`config.mk`:
```
export PLATFORM = sky130hd
export DESIGN_NAME = pic_cascade
export DESIGN_NICKNAME = d
export VERILOG_FILES = /design/src/hdl/pic_pkg.sv /design/src/hdl/req_latch.sv /design/src/hdl/prio_pick.sv /design/src/hdl/pic_cascade.sv
export SDC_FILE = /design/constraint.sdc
export NUM_CORES = 1
export LEC_CHECK = 0
export ABC_CLOCK_PERIOD_IN_PS = 3300
export BUFFER_PORTS_ARGS = -buffer_cell sky130_fd_sc_hd__buf_2
export CAP_MARGIN = 5
export CORE_MARGIN = 1
export CORE_UTILIZATION = 45
export CTS_BUF_LIST = sky130_fd_sc_hd__clkbuf_16
export DETAILED_ROUTE_END_ITERATION = 10
export GPL_TIMING_DRIVEN = 0
export PLACE_DENSITY = 0.64
export SYNTH_ARGS = -nofsm -noshare
export SYNTH_HDL_FRONTEND = slang
export SYNTH_HIERARCHICAL = 1
export SYNTH_SLANG_ARGS = --single-unit
```
`constraint.sdc`:
```
create_clock -name clock -period 3.3 [get_ports clock]
set_clock_uncertainty 0.1 [all_clocks]
set_input_delay 0.66 -clock clock [delete_from_list [all_inputs] [get_ports clock]]
set_output_delay 0.66 -clock clock [all_outputs]
set_load 0.02 [all_outputs]
```
`src/hdl/pic_pkg.sv`:
```
// constants and carrier types for the cascaded priority interrupt controller
// assumes a single 10 MHz clock and host strobes synchronous to it
package pic_pkg;
   localparam int unsigned NUM_LEVELS = 8;
   localparam int unsigned CAS_WIDTH = 3;
   localparam int unsigned CLOCK_NS = 100;
   localparam int unsigned REQ_LOW_NS = 100;
   localparam int unsigned REQ_LOW_CYCLES =
      ((REQ_LOW_NS + CLOCK_NS - 1) / CLOCK_NS) < 1 ? 1 : ((REQ_LOW_NS + CLOCK_NS - 1) / CLOCK_NS);
   // mode byte fields (register select low)
   localparam int unsigned INIT_FLAG_BIT = 4;
   localparam int unsigned LEVEL_MODE_BIT = 3;
   localparam int unsigned SINGLE_BIT = 1;
   localparam int unsigned NEED_FOURTH_BIT = 0;
   localparam int unsigned CMD3_BIT = 3;
   localparam int unsigned EOI_BIT = 5;
   localparam int unsigned SPECIFIC_BIT = 6;
   localparam int unsigned READ_SEL_EN_BIT = 1;
   localparam int unsigned READ_SEL_IS_BIT = 0;
   // fourth init byte fields
   localparam int unsigned WIDE_CPU_BIT = 0;
   localparam int unsigned AUTO_EOI_BIT = 1;
   localparam int unsigned BUF_MASTER_BIT = 2;
   localparam int unsigned BUFFERED_BIT = 3;
   localparam logic [7:0] CALL_OPCODE = 8'h00_CD;
   localparam logic [7:0] MASK_RESET = 8'h00_00;

   typedef enum logic [1:0] {
      INIT_IDLE = 2'b00,
      INIT_VEC = 2'b01,
      INIT_CAS = 2'b11,
      INIT_MODE = 2'b10
   } init_state_type;

   // host bus: active-low strobes, register select bit and write data
   typedef struct packed {
      logic cs_n;
      logic rd_n;
      logic wr_n;
      logic ack_n;
      logic register_select_bit;
      logic [7:0] wdata;
   } host_bus_type;

   // configuration gathered by the init sequence
   typedef struct packed {
      logic level_mode;
      logic single;
      logic need_fourth;
      logic wide_cpu;
      logic auto_eoi;
      logic buffered;
      logic buf_master;
      logic [4:0] vec_base;
      logic [7:0] third_init_byte;
   } config_type;
endpackage

```
`src/hdl/req_latch.sv`:
```
// per-input request latch: edge or level sensing
// assumes request inputs already synchronised to clock
module req_latch #(
   parameter int unsigned N = 8
) (
   input wire logic clock,
   input wire logic rst_n,
   input wire logic level_mode,
   input wire logic [N-1:0] request_inputs,
   input wire logic [N-1:0] clear,
   input wire logic init_clear,
   output logic [N-1:0] request_register
);
   typedef struct packed {
      logic [N-1:0] armed;
      logic [N-1:0] req;
   } st_type;
   st_type s_q, s_d;

   // edge detect needs the line low first; level mode follows the line
   always_comb begin
      s_d = s_q;
      for (int i = 0; i < N; i++) begin
         if (!request_inputs[i]) s_d.armed[i] = 1'b1;
         if (init_clear) begin
            s_d.req[i] = 1'b0;
            s_d.armed[i] = 1'b0;
         end else if (level_mode) begin
            s_d.req[i] = request_inputs[i] & ~clear[i];
         end else if (request_inputs[i] && s_q.armed[i]) begin
            s_d.req[i] = 1'b1;
            s_d.armed[i] = 1'b0;
         end else if (clear[i] || !request_inputs[i]) begin
            s_d.req[i] = 1'b0;
         end
      end
   end

   always_ff @(posedge clock or negedge rst_n) begin
      if (!rst_n) s_q <= '0;
      else s_q <= s_d;
   end

   assign request_register = s_q.req;

   edge_sets_a: assert property (@(posedge clock) disable iff (!rst_n)
      (!level_mode && !init_clear && request_inputs[0] && s_q.armed[0])
      |=> request_register[0]) else $error("edge not registered");
endmodule // req_latch

```
`src/hdl/prio_pick.sv`:
```
// fixed priority resolver, level 0 highest
// assumes inputs are already masked
module prio_pick #(
   parameter int unsigned N = 8,
   parameter int unsigned W = 3
) (
   input wire logic [N-1:0] vec,
   output logic hit,
   output logic [W-1:0] idx
);
   // lowest set bit wins
   always_comb begin
      hit = 1'b0;
      idx = '0;
      for (int i = N - 1; i >= 0; i--) begin
         if (vec[i]) begin
            hit = 1'b1;
            idx = W'(i);
         end
      end
   end
endmodule // prio_pick

```
`src/hdl/pic_cascade.sv`:
```
// cascaded priority interrupt controller: bus port, cascade bus, role pin
// assumes host strobes and acknowledge are synchronous to clock, active low

// Behaviour
// - master plus eight slaves gives 64 levels
// - master selects slave via three-line cascade bus
// - slave drives vector in acknowledge bytes two/three
// - cascade low idle, code from ack1 to ack3
// - master drives cascade for every acknowledged input when not in single mode
// - read/write need select; acknowledge does not
// - select bit high: mask register write/read
// - select bit low: mode write, status read
// - edge mode latches rising request edge
// - level mode latches high request level
// - interrupt output flags pending serviceable request
// - cascade lines output in master, input slave
// - master sends level code; slave compares identity
// - buffered mode pin enables bus transceivers
// - unbuffered pin input: high master, low slave
// - data bus carries programming, status, vectors
// - third init byte is slave map or identity
module pic_cascade (
   input wire logic clock,
   input wire logic rstn,
   input wire pic_pkg::host_bus_type host,
   input wire logic [7:0] request_inputs,
   input wire logic [2:0] cascade_in,
   input wire logic role_pin_in,
   output logic [2:0] cascade_out,
   output logic [2:0] cascade_oe_n,
   output logic role_pin_out,
   output logic role_pin_oe_n,
   output logic [7:0] data_out,
   output logic data_oe_n,
   output logic interrupt_out
);
   logic [1:0] rst_sync_q;
   logic rst_n;
   logic [7:0] request_register;
   logic [7:0] pend;
   logic pick_hit;
   logic [2:0] pick_idx;

   typedef struct packed {
      pic_pkg::init_state_type init;
      pic_pkg::config_type cfg;
      logic [7:0] mask_register;
      logic [7:0] in_service;
      logic read_is;
      logic rd_n_prev;
      logic wr_n_prev;
      logic ack_n_prev;
      logic [1:0] ack_count;
      logic [2:0] level;
      logic [2:0] cascade_out;
      logic cascade_drive;
      logic respond;
      logic [7:0] data_out;
      logic data_drive;
      logic irq;
   } state_type;
   state_type s_q, s_d;
   logic [7:0] clear_req;

   // reset released through two flops
   always_ff @(posedge clock or negedge rstn) begin
      if (!rstn) rst_sync_q <= 2'b00;
      else rst_sync_q <= {rst_sync_q[0], 1'b1};
   end
   assign rst_n = rst_sync_q[1];

   req_latch #(.N(pic_pkg::NUM_LEVELS)) u_req (
      .clock(clock),
      .rst_n(rst_n),
      .level_mode(s_q.cfg.level_mode),
      .request_inputs(request_inputs),
      .clear(clear_req),
      .init_clear(s_q.init == pic_pkg::INIT_VEC),
      .request_register(request_register)
   );

   assign pend = request_register & ~s_q.mask_register;

   prio_pick #(.N(8), .W(3)) u_pick (
      .vec(pend),
      .hit(pick_hit),
      .idx(pick_idx)
   );

   // role: pin sets master in unbuffered mode, config bit in buffered
   logic is_master;
   assign is_master = s_q.cfg.buffered ? s_q.cfg.buf_master : role_pin_in;
   // slave in single mode never exists; single forces master
   logic master_eff;
   assign master_eff = is_master | s_q.cfg.single;
   logic has_slave;
   assign has_slave = master_eff && !s_q.cfg.single && s_q.cfg.third_init_byte[s_q.level];
   // a slave answers only when the broadcast code matches its identity
   logic id_match;
   assign id_match = (cascade_in == s_q.cfg.third_init_byte[2:0]);

   // strobe edges
   logic wr_done, rd_start, rd_end, ack_start, ack_end;
   assign wr_done = !s_q.wr_n_prev ? (host.wr_n && !host.cs_n) : 1'b0;
   assign rd_start = s_q.rd_n_prev && !host.rd_n && !host.cs_n;
   assign rd_end = !s_q.rd_n_prev && host.rd_n;
   assign ack_start = s_q.ack_n_prev && !host.ack_n;
   assign ack_end = !s_q.ack_n_prev && host.ack_n;

   // main next-state logic
   always_comb begin
      logic [7:0] d;
      logic [2:0] lvl;
      d = host.wdata;
      lvl = d[2:0];
      s_d = s_q;
      clear_req = '0;
      s_d.rd_n_prev = host.rd_n;
      s_d.wr_n_prev = host.wr_n;
      s_d.ack_n_prev = host.ack_n;
      // writes: init sequence, mask, commands
      if (wr_done) begin
         if (!host.register_select_bit && d[pic_pkg::INIT_FLAG_BIT]) begin
            s_d.init = pic_pkg::INIT_VEC;
            s_d.cfg = '0;
            s_d.cfg.level_mode = d[pic_pkg::LEVEL_MODE_BIT];
            s_d.cfg.single = d[pic_pkg::SINGLE_BIT];
            s_d.cfg.need_fourth = d[pic_pkg::NEED_FOURTH_BIT];
            s_d.mask_register = pic_pkg::MASK_RESET;
            s_d.in_service = '0;
            s_d.read_is = 1'b0;
         end else if (host.register_select_bit) begin
            case (s_q.init)
               pic_pkg::INIT_VEC: begin
                  s_d.cfg.vec_base = d[7:3];
                  if (!s_q.cfg.single) s_d.init = pic_pkg::INIT_CAS;
                  else if (s_q.cfg.need_fourth) s_d.init = pic_pkg::INIT_MODE;
                  else s_d.init = pic_pkg::INIT_IDLE;
               end
               pic_pkg::INIT_CAS: begin
                  s_d.cfg.third_init_byte = d;
                  s_d.init = s_q.cfg.need_fourth ? pic_pkg::INIT_MODE : pic_pkg::INIT_IDLE;
               end
               pic_pkg::INIT_MODE: begin
                  s_d.cfg.wide_cpu = d[pic_pkg::WIDE_CPU_BIT];
                  s_d.cfg.auto_eoi = d[pic_pkg::AUTO_EOI_BIT];
                  s_d.cfg.buf_master = d[pic_pkg::BUF_MASTER_BIT];
                  s_d.cfg.buffered = d[pic_pkg::BUFFERED_BIT];
                  s_d.init = pic_pkg::INIT_IDLE;
               end
               default: s_d.mask_register = d;
            endcase
         end else if (d[pic_pkg::CMD3_BIT]) begin
            if (d[pic_pkg::READ_SEL_EN_BIT]) s_d.read_is = d[pic_pkg::READ_SEL_IS_BIT];
         end else if (d[pic_pkg::EOI_BIT]) begin
            // end of service: specific level or highest in service
            if (d[pic_pkg::SPECIFIC_BIT]) s_d.in_service[lvl] = 1'b0;
            else begin
               for (int i = 7; i >= 0; i--) begin
                  if (s_q.in_service[i]) lvl = 3'(i);
               end
               s_d.in_service[lvl] = 1'b0;
            end
         end
      end
      // register reads drive the data bus
      if (rd_start) begin
         s_d.data_drive = 1'b1;
         if (host.register_select_bit) s_d.data_out = s_q.mask_register;
         else s_d.data_out = s_q.read_is ? s_q.in_service : request_register;
      end
      if (rd_end) s_d.data_drive = 1'b0;
      // acknowledge sequence
      if (ack_start) begin
         if (s_q.ack_count == 2'd0) begin
            s_d.level = pick_idx;
            if (master_eff || !pick_hit) begin
               s_d.respond = 1'b1;
            end else begin
               s_d.respond = 1'b0;
            end
            if (!master_eff) s_d.respond = id_match;
            if (pick_hit && !s_q.cfg.auto_eoi) s_d.in_service[pick_idx] = 1'b1;
            clear_req[pick_idx] = pick_hit;
            s_d.data_drive = ~s_q.cfg.wide_cpu & master_eff & ~(s_q.cfg.third_init_byte[pick_idx]
                             & ~s_q.cfg.single);
            s_d.data_out = pic_pkg::CALL_OPCODE;
         end else begin
            if (!master_eff) s_d.respond = id_match;
            // vector bytes from the addressed slave or a master with no slave
            s_d.data_drive = s_d.respond && !has_slave;
            if (s_q.cfg.wide_cpu) s_d.data_out = {s_q.cfg.vec_base, s_q.level};
            else if (s_q.ack_count == 2'd1) s_d.data_out = {s_q.level, 5'b0_0000};
            else s_d.data_out = {3'b000, s_q.cfg.vec_base};
         end
      end
      if (ack_end) begin
         s_d.data_drive = 1'b0;
         if (s_q.ack_count == 2'd0) begin
            s_d.ack_count = 2'd1;
            s_d.cascade_drive = master_eff && !s_q.cfg.single;
            s_d.cascade_out = s_q.level;
            if (s_q.cfg.wide_cpu) s_d.cascade_out = s_q.level;
         end else if (s_q.ack_count == 2'd2 || s_q.cfg.wide_cpu) begin
            s_d.ack_count = 2'd0;
            s_d.cascade_drive = 1'b0;
            s_d.cascade_out = 3'b000;
         end else begin
            s_d.ack_count = 2'd2;
         end
      end
      // interrupt output raised for an unmasked request above any in service
      s_d.irq = pick_hit && ((s_q.in_service & ((8'(1) << pick_idx) | ((8'(1) << pick_idx) - 8'(1))))
                == 8'h00_00) && s_q.init == pic_pkg::INIT_IDLE;
      if (s_q.ack_count != 2'd0 || ack_start) s_d.irq = 1'b0;
   end

   always_ff @(posedge clock or negedge rst_n) begin
      if (!rst_n) begin
         s_q <= '0;
         s_q.rd_n_prev <= 1'b1;
         s_q.wr_n_prev <= 1'b1;
         s_q.ack_n_prev <= 1'b1;
      end else begin
         s_q <= s_d;
      end
   end

   // outputs straight from flops; transceiver enable follows data drive
   assign cascade_out = s_q.cascade_out;
   assign cascade_oe_n = {3{~s_q.cascade_drive}};
   assign role_pin_out = ~s_q.data_drive;
   assign role_pin_oe_n = ~s_q.cfg.buffered;
   assign data_out = s_q.data_out;
   assign data_oe_n = ~s_q.data_drive;
   assign interrupt_out = s_q.irq;

   // assertions
   cas_idle_low_a: assert property (@(posedge clock) disable iff (!rst_n)
      (s_q.ack_count == 2'd0) |-> (cascade_out == 3'b000 && cascade_oe_n == 3'b111))
      else $error("cascade not idle low");
   cas_after_ack_a: assert property (@(posedge clock) disable iff (!rst_n)
      (ack_end && s_q.ack_count == 2'd0 && master_eff && !s_q.cfg.single)
      |=> (cascade_oe_n == 3'b000 && cascade_out == $past(s_q.level)))
      else $error("master did not drive cascade");
   slave_no_cas_a: assert property (@(posedge clock) disable iff (!rst_n)
      (s_q.cfg.buffered && !s_q.cfg.buf_master && !s_q.cfg.single) |-> cascade_oe_n == 3'b111)
      else $error("slave drives cascade");
   // without select or acknowledge nothing may start driving the data bus
   rd_needs_cs_a: assert property (@(posedge clock) disable iff (!rst_n)
      (host.cs_n && host.ack_n && data_oe_n) |=> data_oe_n)
      else $error("read without select");
   mask_write_a: assert property (@(posedge clock) disable iff (!rst_n)
      (wr_done && host.register_select_bit && s_q.init == pic_pkg::INIT_IDLE)
      |=> s_q.mask_register == $past(host.wdata))
      else $error("mask not loaded");
   mask_read_a: assert property (@(posedge clock) disable iff (!rst_n)
      (rd_start && host.register_select_bit) |=> (data_out == $past(s_q.mask_register)
      && data_oe_n == 1'b0)) else $error("mask not read");
   status_read_a: assert property (@(posedge clock) disable iff (!rst_n)
      (rd_start && !host.register_select_bit && !s_q.read_is)
      |=> data_out == $past(request_register)) else $error("status read wrong");
   irq_masked_a: assert property (@(posedge clock) disable iff (!rst_n)
      (pend == 8'h00_00) |=> !interrupt_out) else $error("irq with nothing pending");
   buf_enable_a: assert property (@(posedge clock) disable iff (!rst_n)
      s_q.cfg.buffered |-> (role_pin_oe_n == 1'b0 && role_pin_out == data_oe_n))
      else $error("transceiver enable wrong");
   unbuf_input_a: assert property (@(posedge clock) disable iff (!rst_n)
      !s_q.cfg.buffered |-> role_pin_oe_n) else $error("role pin driven");
   // acknowledge sequence guards
   irq_in_ack_a: assert property (@(posedge clock) disable iff (!rst_n)
      (s_q.ack_count != 2'd0) |=> !interrupt_out)
      else $error("irq raised during acknowledge");
   slave_quiet_a: assert property (@(posedge clock) disable iff (!rst_n)
      (ack_start && s_q.ack_count != 2'd0 && !master_eff && !id_match) |=> data_oe_n)
      else $error("unaddressed slave drove vector");
   vec_byte_a: assert property (@(posedge clock) disable iff (!rst_n)
      (ack_start && s_q.ack_count == 2'd2 && master_eff && !s_q.cfg.wide_cpu)
      |=> data_out == {3'b000, $past(s_q.cfg.vec_base)}) else $error("third byte wrong");
   cas_release_a: assert property (@(posedge clock) disable iff (!rst_n)
      (ack_end && s_q.ack_count == 2'd2) |=> cascade_oe_n == 3'b111)
      else $error("cascade held after last pulse");
   // the data bus lets go as soon as its strobe ends
   data_release_a: assert property (@(posedge clock) disable iff (!rst_n)
      (ack_end || (rd_end && !ack_start)) |=> data_oe_n)
      else $error("data bus held after strobe");

   cov_three_ack_c: cover property (@(posedge clock) disable iff (!rst_n)
      ack_end && s_q.ack_count == 2'd2);
   cov_master_cas_c: cover property (@(posedge clock) disable iff (!rst_n)
      cascade_oe_n == 3'b000);
   cov_slave_vec_c: cover property (@(posedge clock) disable iff (!rst_n)
      !master_eff && !data_oe_n && s_q.ack_count != 2'd0);
   cov_irq_c: cover property (@(posedge clock) disable iff (!rst_n) $rose(interrupt_out));
   // in-service status read selected and taken
   cov_is_read_c: cover property (@(posedge clock) disable iff (!rst_n)
      rd_start && s_q.read_is);
endmodule // pic_cascade

```
==> impl_metrics.ini <==
[floorplan]
initial_utilization = 0.462
core_um2 = 9680
die_height_um = 102
die_area_um2 = 10300
die_x_um = 102
boundaryPins = 45
rows = 36

[timing]
hold_violations = 0
report.final.setup_viol = 0
timing.slew.headroom = 0.499
setup_tns_ps = 0
tightest_slew_ps = 746
clock.fmax_ghz = 0.340
setup_repair_after_global_routing_missed_its_margin = false
fin_crit_ps = 2940
worst_hold_slack_ps = 179
final_min_period_over_clock_period = 0.892
slew_violations = 0

[worst_setup_path]
worst_setup_path_endpoint = s_q[27]
r2r-end = s_q[27]
max_stage_delay_ps = 660
cp_data_arrival_time_ps = 3110
timing.setup.critical_path_class = reg2reg
crit_path_start_kind = register
cp_num_cells = 9
biggest_fanout_along_the_worst_timing_path = 10
r2r_start = u_req/request_register[5]
critical_path.cell_chain = buf_4 -> nor2b_1 -> nor2_1 -> o21ai_0 -> a211oi_1 -> clkbuf_1 -> inv_1 -> or4_1 -> nand3_1
critical_path_buf_inv_count = 3
slowest_stage = a211oi_1
worstSetupEndpointType = register
reg2reg_setup_slack_ps = 360
worst_path_dominant_cell_family = buffers and inverters
worstRegToRegCells = 9
worst_endpoint_required_time_ps = 3470
timing.critical_path.from = u_req/request_register[5]

[power]
power-per-cell-area_nw_per_um2 = 691
leakage_nw = 2.24
power.share.switching = 0.349
power_report.internal_total_mw = 2.35
finalPower_mw = 3.60
share_clk_of_total_power = 0.297
switching_power_mw = 1.26
vdd.ir_drop.worst_mv = 0.240
seq_power_share = 0.393
p_comb_frac = 0.309

[finish]
final_layout_size_suffix_gt1_frac = 0.192
number_of_nets_in_the_finished_design = 577
antenna_cells = 0
commonest_non_fill_non_tap_cells_in_the_layout = 77 x nand2_1, 76 x dfrtp_1, 61 x o21ai_0, 46 x buf_2, 32 x a21oi_1
fin_area_um2 = 5210
final_core_area_utilization = 0.538
area.growth.synth_to_final_pct = 16.5
mostFrequentLayoutCell = nand2_1

[clocking]
insertion_delay_ps = 340
clockRootBuffer = clkbuf_16
worst_setup_hold_path_clk_slew_ps = 60
clock_sinks = 80
cts_htree_levels = 3
post_cts.repair.setup_buffers = 0
postCtsResizedCells = 0
tritoncts_clock_tree = done
cts-buffers-inserted = 9
postCtsHoldBufs = 1
cts_max_path_buffers = 2

[place]
port-buffer-count = 42
placed_cell_area_um2 = 4880
detailedPlacementHpwl_um = 8440
final_replace_weighted_congestion = 0.904

[yosys]
yosysTopAreaCell = dfrtp_1
yosysSeqAreaShare = 0.449
synth_area_leaders = dfrtp_1 43%, o21ai_0 6.8%, nand2_1 6.5%
synthDistinctLibCells = 57
synthCells = 493
synth_fp_nets = 522
synth.yosys.warnings = 6
yosys.area.top_type_share = 0.431
edff_count_synth = 0
syn-mean-instance-area_um2 = 9.07
synthFlopType = dfrtp_1
async_reset_ff_frac = 1.00
syn_area_um2 = 4470
number_of_synthesized_register_bits = 80

[drt]
detail_route.wl_per_cell_um = 16.9
detail_route.drc_violations = 0
route.antenna.remaining_nets = 0
final_wirelength_um = 11600
drt_first_iter_violations = 235
vias_per_cell = 5.62
vias = 3855
drt-pass1-iter-count = 4

[global_route]
globalRouteTotalUtil = 0.241
grt-ovfl-total = 0
number_of_antenna_violations_at_the_first_check_in_global_routing = 0
grt_start_max_net_pins = 48
grt_first_pass_wirelength_um = 18500
vias_in_the_first_global_route = 3559

[job]
timing.max_cap.violations = 0

[status]
run_status = finished clean

[min_path]
hold_path_class = reg2async
## flip-flops by register name, indices dropped and copies added, names as in the netlist
| name | flops |
|---|---|
| interrupt_out | 1 |
| rst_sync_q | 2 |
| data_out | 8 |
| s_q | 50 |
| u_req/s_q | 8 |
| u_req/request_register | 8 |
| cascade_out | 3 |
## how the worst min path moves through the flow
stage	startpoint	slack [ps]	endpoint
2_1_floorplan	rst_sync_q[0]	230	rst_sync_q[1]
3_3_place_gp	rst_sync_q[0]	240	rst_sync_q[1]
3_5_place_dp	rst_sync_q[1]	200	s_q[55]
4_1_cts	rst_sync_q[1]	200	s_q[55]
5_1_grt	rst_sync_q[1]	230	s_q[55]
6_report	rst_sync_q[1]	180	s_q[55]
## cells by family after synthesis
| family | count (synthesis) | share of synthesized area |
|---|---|---|
| muxes | 26 | 0.0725 |
| other | 1 | 0.000839 |
| AOI/OAI and AO/OA | 149 | 0.203 |
| adders and majority gates | 2 | 0.00560 |
| DFF | 80 | 0.449 |
| and+or+nand+nor | 168 | 0.185 |
| xor gates and xnor gates | 3 | 0.00588 |
| buffers and inverters | 64 | 0.0786 |
## power by group through the flow
stage	Clock [mW]	Combinational, mW	Sequential (mW)
finish	1.07	1.11	1.42
detailed placement	0	1.10	1.43
CTS	1.10	1.11	1.41
floorplan	0	0.830	1.36
global route	1.14	1.23	1.45
global placement	0	1.06	1.43
## area by class of cell
| type | count | area (um^2) |
|---|---|---|
| inverter | 18 | 67.6 |
| fill | 893 | 4470 |
| buffer | 46 | 284 |
| clock buffer | 9 | 225 |
| sequential | 80 | 2010 |
| clock inverter | 7 | 96.3 |
| tap | 133 | 166 |
| multi-input combinational | 349 | 2110 |
| timing repair buffer | 44 | 248 |
## Yosys cell counts (5+ instances only)
cell / count
nor2_1: 22
nand2_1: 77
clkbuf_1: 15
dfrtp_1: 77
mux2i_1: 17
a211oi_1: 6
nand3_1: 6
nor2b_1: 19
o21ai_0: 61
inv_1: 18
buf_4: 22
a31oi_1: 5
nand2b_1: 21
o21bai_1: 10
mux2_2: 5
a21oi_1: 32
## layer usage
layer	wire length [um]	share of wire	GRT usage
met5	0	0	0
met4	172	0.015	0.0914
met3	511	0.044	0.0407
met2	5460	0.47	0.373
met1	5430	0.47	0.338
## worst reg2reg max path, cell delays in order (launching register included)
cell,delay (ps)
dfrtp_1,380
buf_4,140
nor2b_1,140
nor2_1,90
o21ai_0,90
a211oi_1,660
clkbuf_1,430
inv_1,250
or4_1,520
nand3_1,80
## stage by stage
step,worst slack (ps),instances
2_1_floorplan,812,493
3_5_place_dp,361,669
6_report,358,686
3_3_place_gp,-118,668
4_1_cts,319,686
5_1_grt,176,686
No activity file was read; power rests on OpenSTA's default activity.
